===== src/design/ccm_regs.svh =====
// Register offsets, field positions, reset values and timing counts of the capture/compare unit
`ifndef CCM_REGS_SVH
`define CCM_REGS_SVH
`define CCM_ADDR_W      6
`define CCM_CC_BASE     6'h00
`define CCM_MODE_BASE   6'h10
`define CCM_TMR_BASE    6'h20
`define CCM_TMR_STRIDE  6'h03
`define CCM_TMR_CTRL    6'h00
`define CCM_TMR_CNT     6'h01
`define CCM_TMR_REL     6'h02
`define CCM_GCTRL       6'h26
`define CCM_IRQ_STAT    6'h27
`define CCM_IRQ_MASK    6'h28
`define CCM_PIN_STAT    6'h29
`define CCM_TCTL_RUN    0
`define CCM_TCTL_CLK    1
`define CCM_GCTL_STAG   0
`define CCM_RST_WORD    16'h0000
`define CCM_RST_CFG     6'h00
`define CCM_STAG_LAST   3'h7
`define CCM_CNT_TOP     16'hFFFF
`define CCM_CLK_T6      3'h6
`define CCM_CLK_EXT     3'h7
`endif


===== src/design/ccm_pkg.sv =====
// Types shared by the capture/compare unit and its users
package ccm_pkg;
   typedef enum logic [2:0] {
      CCM_OFF      = 3'h0,
      CCM_CAP_RISE = 3'h1,
      CCM_CAP_FALL = 3'h2,
      CCM_CAP_BOTH = 3'h3,
      CCM_CMP0     = 3'h4,
      CCM_CMP1     = 3'h5,
      CCM_CMP2     = 3'h6,
      CCM_CMP3     = 3'h7
   } ccm_mode_t;

   // Channel configuration word, bits [5:0]
   typedef struct packed {
      logic      dbl;
      logic      single;
      logic      tsel;
      ccm_mode_t mode;
   } ccm_cfg_t;

   // Register port request from software
   typedef struct packed {
      logic [5:0]  addr;
      logic [15:0] wdata;
      logic        wr;
      logic        rd;
   } ccm_bus_req_t;
endpackage


===== src/design/ccm_unit.sv =====
// Sixteen-channel capture/compare unit with two reloadable time bases
//
// Chosen here: the address map and strobed register access.
`timescale 1ns/1ps
`default_nettype none
`include "ccm_regs.svh"

// Function
// - Sixteen channels, one-clock resolution normally
// - Staggered mode: prescaled timers step only on every eighth clock
// - Two 16-bit timers with reload registers
// - Timer clock: prescaled clock or timer-six overflow
// - External count inputs can clock timers
// - Each channel picks timer and capture/compare
// - One pin per channel, input or output
// - Capture copies allocated timer on pin event
// - Every capture raises channel interrupt
// - Capture edge: rising, falling or both
// - Compare channels match timer, act per mode
// - Mode 0: interrupt only, pin untouched
// - Mode 1: pin toggles on every match
// - Mode 2: interrupt once per timer period
// - Mode 3: pin high on match, low overflow
// - Double mode: two registers toggle one pin
// - Single event option disables after one event
module ccm_unit #(
   parameter int NCH = 16                         // Channel count
) (
   input  wire logic                 clk,         // System clock, 40 MHz
   input  wire logic                 reset,       // Synchronous, active high
   input  wire ccm_pkg::ccm_bus_req_t busReq,     // Register request
   output logic [15:0]               rdata,       // Read data, cycle after read
   input  wire logic [NCH-1:0]       pinIn,       // Channel pin levels
   output logic [NCH-1:0]            pinOut,      // Channel pin drive levels
   output logic [NCH-1:0]            pinOe,       // Channel pin drive enables
   input  wire logic                 genTimerSixOvf, // Timer-six overflow pulse
   input  wire logic [1:0]           extCount,    // External count inputs
   output logic                      irq          // Level interrupt
);
   // ---------------------------------------------------------------
   // Declarations
   // ---------------------------------------------------------------
   ccm_pkg::ccm_cfg_t cfg_r [NCH];
   logic [15:0]       ccVal_r [NCH];
   logic [15:0]       chCnt [NCH];
   logic [NCH-1:0]    pinPrev_r, armed_r, capEvt, cmpMatch, pinOut_r, pinOe_r;
   logic [NCH-1:0]    irqStat_r, irqMask_r, irqClr;
   logic [15:0]       tmrCnt_r [2];
   logic [15:0]       tmrRel_r [2];
   logic [3:0]        tmrCtl_r [2];
   logic [1:0]        tmrTick, tmrStep_r, ovf_r, extPrev_r;
   logic [7:0]        presc_r;
   logic [2:0]        stagCnt_r;
   logic              stag_r, stagOk, irq_r;
   logic [15:0]       rdata_r, rdata_nxt;

   // Elaboration check: pairs i and i+NCH/2 need an even count up to 16
   if (NCH < 2 || NCH > 16 || NCH % 2 != 0) begin : g_bad_nch
      $error("NCH must be even, 2 to 16");
   end

   function automatic logic wrHit(input ccm_pkg::ccm_bus_req_t r, input logic [5:0] a);
      return r.wr && r.addr == a;
   endfunction

   // ---------------------------------------------------------------
   // Prescaler and stagger slot
   // ---------------------------------------------------------------
   // Free-running prescaler and eight-slot stagger counter
   always_ff @(posedge clk) begin
      if (reset) begin
         presc_r   <= 8'h00;
         stagCnt_r <= 3'h0;
      end else begin
         presc_r   <= presc_r + 8'h01;
         stagCnt_r <= stagCnt_r + 3'h1;
      end
   end
   assign stagOk = !stag_r || stagCnt_r == `CCM_STAG_LAST;

   // Global control
   always_ff @(posedge clk) begin
      if (reset) stag_r <= 1'b0;
      else if (wrHit(busReq, `CCM_GCTRL)) stag_r <= busReq.wdata[`CCM_GCTL_STAG];
   end

   // ---------------------------------------------------------------
   // Time bases
   // ---------------------------------------------------------------
   for (genvar t = 0; t < 2; t++) begin : g_tmr
      localparam logic [5:0] BASE = 6'(`CCM_TMR_BASE + t * `CCM_TMR_STRIDE);
      logic [2:0] sel;
      logic [7:0] pmask;
      assign sel   = tmrCtl_r[t][`CCM_TCTL_CLK +: 3];
      assign pmask = 8'((9'h001 << sel) - 9'h001);
      always_comb begin
         case (sel)
            `CCM_CLK_T6:  tmrTick[t] = genTimerSixOvf;
            `CCM_CLK_EXT: tmrTick[t] = extCount[t] && !extPrev_r[t];
            default:      tmrTick[t] = stagOk && (presc_r & pmask) == pmask;
         endcase
      end
      // Control and reload registers
      always_ff @(posedge clk) begin
         if (reset) begin
            tmrCtl_r[t]  <= 4'h0;
            tmrRel_r[t]  <= `CCM_RST_WORD;
            extPrev_r[t] <= 1'b0;
         end else begin
            extPrev_r[t] <= extCount[t];
            if (wrHit(busReq, BASE + `CCM_TMR_CTRL)) tmrCtl_r[t] <= busReq.wdata[3:0];
            if (wrHit(busReq, BASE + `CCM_TMR_REL)) tmrRel_r[t] <= busReq.wdata;
         end
      end
      always_ff @(posedge clk) begin
         if (reset) begin
            tmrCnt_r[t]  <= `CCM_RST_WORD;
            tmrStep_r[t] <= 1'b0;
            ovf_r[t]     <= 1'b0;
         end else begin
            tmrStep_r[t] <= 1'b0;
            ovf_r[t]     <= 1'b0;
            if (wrHit(busReq, BASE + `CCM_TMR_CNT)) begin
               tmrCnt_r[t]  <= busReq.wdata;
               tmrStep_r[t] <= 1'b1;
            end else if (tmrCtl_r[t][`CCM_TCTL_RUN] && tmrTick[t]) begin
               tmrStep_r[t] <= 1'b1;
               if (tmrCnt_r[t] == `CCM_CNT_TOP) begin
                  tmrCnt_r[t] <= tmrRel_r[t];
                  ovf_r[t]    <= 1'b1;
               end else begin
                  tmrCnt_r[t] <= tmrCnt_r[t] + 16'h0001;
               end
            end
         end
      end
   end

   // ---------------------------------------------------------------
   // Channels
   // ---------------------------------------------------------------
   for (genvar i = 0; i < NCH; i++) begin : g_ch
      ccm_pkg::ccm_mode_t m;
      logic tb, rise, fall, once, partner, isCmp;
      assign m     = cfg_r[i].mode;
      assign tb    = cfg_r[i].tsel;
      assign isCmp = m[2];
      assign chCnt[i] = tmrCnt_r[tb];
      assign rise     = pinIn[i] && !pinPrev_r[i];
      assign fall     = !pinIn[i] && pinPrev_r[i];
      assign once     = m == ccm_pkg::CCM_CMP2 || m == ccm_pkg::CCM_CMP3;
      assign capEvt[i] = (m == ccm_pkg::CCM_CAP_RISE && rise) || (m == ccm_pkg::CCM_CAP_FALL && fall)
                       || (m == ccm_pkg::CCM_CAP_BOTH && (rise || fall));
      // match on each new timer value
      assign cmpMatch[i] = isCmp && tmrStep_r[tb] && chCnt[i] == ccVal_r[i] && (armed_r[i] || !once);
      if (i < NCH / 2) begin : g_dbl
         assign partner = cfg_r[i].dbl && cmpMatch[i + NCH / 2];
      end else begin : g_nodbl
         assign partner = 1'b0;
      end

      // Configuration; single event turns channel off
      always_ff @(posedge clk) begin
         if (reset) cfg_r[i] <= `CCM_RST_CFG;
         else if (wrHit(busReq, `CCM_MODE_BASE + 6'(i))) cfg_r[i] <= busReq.wdata[5:0];
         else if (cfg_r[i].single && (capEvt[i] || cmpMatch[i])) cfg_r[i].mode <= ccm_pkg::CCM_OFF;
      end

      // capture latch wins over software write
      always_ff @(posedge clk) begin
         if (reset) ccVal_r[i] <= `CCM_RST_WORD;
         else if (capEvt[i]) ccVal_r[i] <= chCnt[i];
         else if (wrHit(busReq, `CCM_CC_BASE + 6'(i))) ccVal_r[i] <= busReq.wdata;
      end

      always_ff @(posedge clk) begin
         if (reset) armed_r[i] <= 1'b1;
         else if (ovf_r[tb] || wrHit(busReq, `CCM_MODE_BASE + 6'(i))) armed_r[i] <= 1'b1;
         else if (cmpMatch[i] && once) armed_r[i] <= 1'b0;
      end

      always_ff @(posedge clk) begin
         if (reset) begin
            pinPrev_r[i] <= 1'b0;
            pinOut_r[i]  <= 1'b0;
            pinOe_r[i]   <= 1'b0;
         end else begin
            pinPrev_r[i] <= pinIn[i];
            pinOe_r[i]   <= m == ccm_pkg::CCM_CMP1 || m == ccm_pkg::CCM_CMP3 || partner
                            || (i < NCH / 2 && cfg_r[i].dbl);
            if (m == ccm_pkg::CCM_CMP3 && cmpMatch[i]) pinOut_r[i] <= 1'b1;
            else if (m == ccm_pkg::CCM_CMP3 && ovf_r[tb]) pinOut_r[i] <= 1'b0;
            else if ((m == ccm_pkg::CCM_CMP1 && cmpMatch[i]) || partner) pinOut_r[i] <= !pinOut_r[i];
         end
      end
   end

   // ---------------------------------------------------------------
   // Interrupts
   // ---------------------------------------------------------------
   assign irqClr = wrHit(busReq, `CCM_IRQ_STAT) ? busReq.wdata[NCH-1:0] : '0;
   // events set status, set wins over clear
   always_ff @(posedge clk) begin
      if (reset) begin
         irqStat_r <= '0;
         irqMask_r <= '0;
         irq_r     <= 1'b0;
      end else begin
         irqStat_r <= (irqStat_r & ~irqClr) | capEvt | cmpMatch;
         if (wrHit(busReq, `CCM_IRQ_MASK)) irqMask_r <= busReq.wdata[NCH-1:0];
         irq_r <= |(irqStat_r & irqMask_r);
      end
   end

   // ---------------------------------------------------------------
   // Read port
   // ---------------------------------------------------------------
   // Read decode, unmapped reads return zero
   always_comb begin
      rdata_nxt = `CCM_RST_WORD;
      case (busReq.addr)
         `CCM_GCTRL:    rdata_nxt = {15'h0000, stag_r};
         `CCM_IRQ_STAT: rdata_nxt = 16'(irqStat_r);
         `CCM_IRQ_MASK: rdata_nxt = 16'(irqMask_r);
         `CCM_PIN_STAT: rdata_nxt = 16'(pinOut_r);
         6'h20:         rdata_nxt = {12'h000, tmrCtl_r[0]};
         6'h21:         rdata_nxt = tmrCnt_r[0];
         6'h22:         rdata_nxt = tmrRel_r[0];
         6'h23:         rdata_nxt = {12'h000, tmrCtl_r[1]};
         6'h24:         rdata_nxt = tmrCnt_r[1];
         6'h25:         rdata_nxt = tmrRel_r[1];
         default: begin
            if (busReq.addr < 6'(NCH)) rdata_nxt = ccVal_r[busReq.addr[3:0]];
            else if (busReq.addr >= `CCM_MODE_BASE && busReq.addr < `CCM_MODE_BASE + 6'(NCH))
               rdata_nxt = {10'h000, cfg_r[busReq.addr[3:0]]};
         end
      endcase
   end

   // Registered read data, valid only after a read strobe
   always_ff @(posedge clk) begin
      if (reset) rdata_r <= `CCM_RST_WORD;
      else rdata_r <= busReq.rd ? rdata_nxt : `CCM_RST_WORD;
   end

   assign rdata  = rdata_r;
   assign pinOut = pinOut_r;
   assign pinOe  = pinOe_r;
   assign irq    = irq_r;
endmodule
`default_nettype wire


===== config.mk =====
export PLATFORM = sky130hd
export DESIGN_NAME = ccm_unit
export DESIGN_NICKNAME = d
export VERILOG_FILES = /design/src/design/ccm_pkg.sv /design/src/design/ccm_unit.sv
export VERILOG_INCLUDE_DIRS = /design/src /design/src/design
export SDC_FILE = /design/constraint.sdc
export NUM_CORES = 2
export LEC_CHECK = 0
export BUFFER_PORTS_ARGS = -buffer_cell sky130_fd_sc_hd__buf_4
export CAP_MARGIN = 20
export CORE_UTILIZATION = 55
export CTS_CLUSTER_DIAMETER = 30
export DETAILED_ROUTE_END_ITERATION = 16
export PLACE_DENSITY = 0.72
export SYNTH_ARGS = -nofsm -noshare
export SYNTH_HDL_FRONTEND = slang
export SYNTH_SLANG_ARGS = --single-unit

===== constraint.sdc =====
create_clock -name clk -period 3.4 [get_ports clk]
set_clock_uncertainty 0.2 [all_clocks]
set_input_delay 0 -clock clk [delete_from_list [all_inputs] [get_ports clk]]
set_output_delay 0 -clock clk [all_outputs]
set_load 0.05 [all_outputs]

Yosys cells after proc, flatten, opt, wreduce, memory -nomap -nowiden. Memories as Yosys holds them, arrays and structs flattened. Index checks and enable logic that the tools add are counted.

Memories: 5. Bits in writable memories: 424. Register bits: 131. Output and inout port bits: 49.

Reduce and logical (&&, ||, !) cells: 519. Magnitude comparators: 19. Shift operators: 2. Eq/ne operators: 162. Add/subtract/negate cells: 6. Mux-type cells: 460. Bitwise operators: 82.

Memories: ccVal_r (words 16, bits a word 16, read ports 17, clocked after Yosys merged registers in 0, wr ports 16, RTL line ccm_unit.sv:44) `logic [15:0] ccVal_r [NCH];`; cfg_r (words 16, bits a word 6, read ports 17, clocked after Yosys merged registers in 0, wr ports 16, RTL line ccm_unit.sv:43) `ccm_pkg::ccm_cfg_t cfg_r [NCH];`; tmrCnt_r (words 2, bits a word 16, read ports 18, clocked after Yosys merged registers in 0, wr ports 2, RTL line ccm_unit.sv:48) `logic [15:0] tmrCnt_r [2];`; tmrRel_r (words 2, bits a word 16, read ports 2, clocked after Yosys merged registers in 0, wr ports 2, RTL line ccm_unit.sv:49) `logic [15:0] tmrRel_r [2];`; tmrCtl_r (words 2, bits a word 4, read ports 2, clocked after Yosys merged registers in 0, wr ports 2, RTL line ccm_unit.sv:50) `logic [3:0] tmrCtl_r [2];`.

Operators by type and width (count): 16-bit two-way mux (42); 1-bit two-way mux (380); 1-bit logical AND (264); 16-bit == test (16); 16-bit one-hot mux with 10 select lines (1); 3-bit == test (second input constant) (53); 1-bit logical OR (153); 6-bit two-way mux (17); 3-bit by 2-bit == test with 1-bit output (second input constant) (32); 6-bit by 5-bit == test with 1-bit output (second input constant) (16); 1-bit bitwise OR (74); 1-bit logical NOT (67); 6-bit == test (second input constant) (10); 3-bit by 1-bit == test with 1-bit output (second input constant) (16); 6-bit by 4-bit == test with 1-bit output (second input constant) (8); 3-bit two-way mux (16); 3-bit nonzero test (16); 2-bit OR reduction (17); 16-bit by 1-bit adder with 16-bit output (second input constant) (2); 16-bit bitwise AND (2); 16-bit == test (second input constant) (2); 1-bit by 2-bit < comparator with 1-bit output (second input constant) (16); 16-bit bitwise OR (2); 6-bit by 3-bit == test with 1-bit output (second input constant) (4); 17 further kinds (24).

Logic depth before layout (Yosys ltp). An unclocked memory read counts as a cell.

Word-level depth: 14. Depth in mapped cells: 12. Depth with buffers taken out: 10.

Worst setup path after synthesis. Ideal clock, no wire load.

Path type: reg-to-reg. Start: mem tmrCtl_r[0][3]. End: mem tmrCnt_r[0][6], data pin. Path buffers: 2. Stages on the path, launching flop included: 12. Setup slack: 0.426 ns. Arrival time: 2.510 ns. Cell sequence: edfxtp_1 > clkbuf_1 > or3_1 > ha_1 > nor2b_1 > o21ai_0 > a21o_1 > o2111ai_1 > a211oi_2 > and2_1 > buf_2 > a22oi_1.

RTL lines (RTL line): start, declared (ccm_unit.sv:50); end, declared (ccm_unit.sv:48).

Final worst setup path.
Start: in busReq[19] in the netlist's numbering. End: reg rdata_r[1], in the netlist rdata[1].

Longest elaborated chain between the ends: 5. Elaborated cells between the ends (all ways): 19.

RTL lines: start, declared (RTL line ccm_unit.sv:31) `input wire ccm_pkg::ccm_bus_req_t busReq,`; 6-bit by 5-bit >= comparator with 1-bit output (no line) / 6-bit < comparator (equally long branches); 1-bit logical AND (RTL line ccm_unit.sv:234) `` else if (busReq.addr >= `CCM_MODE_BASE && busReq.addr < `CCM_MODE_BASE + 6'(NCH)) ``; 6-bit two-way mux (RTL line ccm_unit.sv:234); 16-bit two-way mux (RTL line ccm_unit.sv:233) `if (busReq.addr < 6'(NCH)) rdata_nxt = ccVal_r[busReq.addr[3:0]];`; 16-bit one-hot mux with 10 select lines (*) (RTL line ccm_unit.sv:221) `case (busReq.addr)`; end signal, assigned (RTL line ccm_unit.sv:242) `` if (reset) rdata_r <= `CCM_RST_WORD; ``; end signal, assigned (RTL line ccm_unit.sv:243) `` else rdata_r <= busReq.rd ? rdata_nxt : `CCM_RST_WORD; ``; end, declared (RTL line ccm_unit.sv:55) `logic [15:0] rdata_r, rdata_nxt;`.

Mark *: on every way between the ends. The rest lies on a longest branch, timed or not. A chain may end at the register's enable or synchronous reset.

==> impl_metrics.py <==
metrics = {
    "routing": {
        "wirelength_um": 153300,
        "vias": 31640,
        "dr.pass1.iters": 10,
        "antenna_left": 0,
        "drc": 0,
        "drt_iter0_drc": 4788,
        "wire_per_inst_um": 33.31,
        "avgViaCountPerCell": 6.876,
    },
    "grt": {
        "grt_pass1_vias": 30790,
        "grtUsageTotal_pct": 48.02,
        "grt_first_pass_wirelength_um": 215600,
        "antenna_found_initial": 12,
        "grt_max_degree": 66,
        "gr-total-overflow": 0,
    },
    "clock_tree": {
        "clock-root-buffer": "clkbuf_16",
        "clock_latency_ps": 740,
        "h-tree-depth": 4,
        "numCtsBuffers": 146,
        "clk_pin_slew_ps": 50,
        "cts.sinks": 554,
        "max-clock-path-buffers": 3,
        "cts_tree": "done",
    },
    "worst_setup_path": {
        "required_ps": 3810,
        "reg2reg_slack_ps": -50,
        "crit_path_start_kind": "primary input",
        "worstRegToRegCells": 6,
        "critPathArrivalTime_ps": 3930,
        "reg2reg_to": "rdata[1]",
        "crit_path_max_incr_delay_ps": 650,
        "crit_chain": "dlygate4sd3_1 -> buf_4 -> buf_4 -> mux4_2 -> mux4_2 -> mux2i_1 -> o21a_1 -> a311oi_1 -> dlygate4sd3_1",
        "end_kind": "flip-flop",
        "r2r-start": "cfg_r[14][1]",
        "slowest_stage": "dlygate4sd3_1",
        "worstSetupPathType": "primary input to flip-flop",
        "path_max_fanout": 35,
    },
    "min_path": {
        "min_to": "cfg_r[15][4]",
        "min_from": "busReq[18]",
        "hold_path_class": "primary input to flip-flop",
        "whs_path_depth": 5,
    },
    "run": {
        "drv_cap": 0,
    },
    "power": {
        "p_total_mw": 24.73,
        "p_leak_nw": 16.16,
        "powerDensity_nw_per_um2": 578.7,
        "ir_worst_vdd_v": 0.0005004,
    },
    "floorplan": {
        "die_h_um": 251.8,
        "start_util_pct": 55.61,
        "die_w_um": 251.8,
        "ios": 94,
        "die_area_um2": 63400,
        "core_um2": 61710,
        "num_rows": 91,
    },
    "final_layout": {
        "final_area_um2": 42720,
        "multi_input_area_um2": 17470,
        "final_cell_mix": "488 x nand2_1, 424 x edfxtp_1, 319 x buf_4, 301 x o21ai_0, 294 x mux2i_1",
        "drive_gt1_share_pct": 19.25,
        "layout.cells.non_filler": 4601,
        "utilization_pct": 69.23,
        "areaGrowthSynthToFinish_pct": 24.50,
        "final_nets": 3715,
        "num-fill-cells": 4621,
        "layout_commonest_cell": "nand2_1",
        "seqCellArea_um2": 15330,
    },
    "sta": {
        "slew_headroom_pct": 31.71,
        "holdWs_ps": 98.84,
        "tightest_slew_ps": 1024,
        "layout_setup_ws_ps": -116.8,
        "period_needed_ps": 3517,
        "fin_setup_tns_ps": -116.8,
        "period_share_pct": 103.4,
        "finalMaxSlewViolations": 0,
        "finalSetupViolCount": 1,
        "hold_violations": 0,
        "fmax_mhz": 284.4,
    },
    "synth": {
        "syn-instance-count": 3315,
        "synth_edf_count": 424,
        "async_flop_share_pct": 0,
        "syn_area_um2": 34320,
        "synth-main-ff-cell": "edfxtp_1",
        "ys_ff_latch": 554,
        "yosysSeqAreaShare_pct": 44.69,
        "syn_nets": 3398,
        "avgSynthCellArea_um2": 10.35,
        "synth_cell_type_count": 73,
        "yosys_warnings": 0,
    },
    "placed_design": {
        "dp_slack_ps": 57.50,
        "port_buffers": 93,
        "placed_area_um2": 36920,
        "dpl.hpwl_um": 107500,
        "dp_cells": 4224,
        "gp_congestion": 1.074,
    },
    "status": {
        "violations": "setup timing",
        "status": "complete, but fails checks",
    },
}
layer usage:
layer | up-vias | track usage [%] | wire length, µm
met5 | - | 1.004 | 143
met4 | 12 | 34.49 | 12670
met3 | 685 | 17.93 | 23110
met2 | 2871 | 70.73 | 65500
met1 | 15290 | 57.79 | 51820
li1 | 12780 | - | -
worst max path at each step:
stage / start / endpoint / slack (ps) / cells past startpoint
after detailed placement: cfg_r[2][3] / cfg_r[2][1] / 60 / 10
final: busReq[19] / rdata[1] / -120 / 9
after CTS: cfg_r[2][3] / cfg_r[2][2] / 60 / 10
after floorplan: tmrCtl_r[0][3] / tmrCnt_r[0][6] / 430 / 11
after global routing: tmrCnt_r[0][7] / cfg_r[6][2] / -90 / 9
after global placement: tmrCnt_r[1][2] / cfg_r[3][2] / 100 / 9
flip-flops by register name, indices dropped and copies added (netlist names):
register   flops
stag_r         1
armed_r       16
pinPrev_r     16
cfg_r         96
pinOut        16
tmrRel_r      32
rdata         16
tmrCtl_r       8
ccVal_r      256
tmrCnt_r      32
tmrStep_r      2
ovf_r          2
irqMask_r     16
presc_r        7
irq            1
stagCnt_r      3
pinOe         16
extPrev_r      2
irqStat_r     16
worst max-delay path, delay by kind of cell:
family                 cells  cell delay (ps)
AOI/OAI and AO/OA          2              260
buffers and inverters      4             2070
muxes                      3             1550
layout make-up:
class | instances | area share, %
Clock inverter | 80 | 2.024
Tap cell | 837 | 2.451
Inverter | 78 | 0.6853
Multi-Input combinational cell | 2419 | 40.89
Antenna cell | 9 | 0.05271
Timing Repair Buffer | 433 | 8.818
Sequential cell | 554 | 35.89
Clock buffer | 191 | 9.184
synth_stat cells, types with 28 or more instances:
| master | instances | share of area, % |
|---|---|---|
| xnor2_1 | 209 | 5.3 |
| inv_1 | 77 | 0.84 |
| nand2_1 | 488 | 5.3 |
| a22oi_1 | 42 | 0.92 |
| mux2i_1 | 294 | 8.6 |
| mux4_2 | 109 | 7.2 |
| xor2_1 | 80 | 2.0 |
| clkbuf_1 | 126 | 1.4 |
| buf_1 | 28 | 0.31 |
| o21ai_0 | 301 | 4.4 |
| buf_2 | 87 | 1.3 |
| a21oi_1 | 91 | 1.3 |
| dfxtp_1 | 130 | 7.6 |
| nor4_1 | 49 | 0.89 |
| ha_1 | 38 | 1.4 |
| nand3_1 | 68 | 0.99 |
| nor2_1 | 124 | 1.4 |
| edfxtp_1 | 424 | 37 |
| and2_1 | 141 | 2.6 |
| nor3_1 | 60 | 0.88 |
| nand2b_1 | 29 | 0.53 |
power by group:
group | switching [mW] | internal (mW) | total [mW]
combinational | 2.04 | 1.19 | 3.23
clock | 4.44 | 8.95 | 13.4
sequential | 0.407 | 7.70 | 8.11
kinds of logic (layout without fill, tap and decap cells):
kind of cell	Yosys count	count (layout)	share of synthesized area, %
compound gates	613	613	11.02
mux	410	410	16.00
simple gates	1069	1069	15.04
flops	554	554	44.69
fa+ha+maj	38	38	1.386
xor+xnor	289	289	7.376
other cells	0	9	0
buf+inv	342	782	4.488
what timing repair did:
action	4_1_cts	5_1_grt
resized for setup	0	1
endpoints found under the setup margin	0	12
setup buffers	0	7
endpoints found under the hold margin	583	0
hold buffers	90	0
Power figures use the tool's default switching activity.
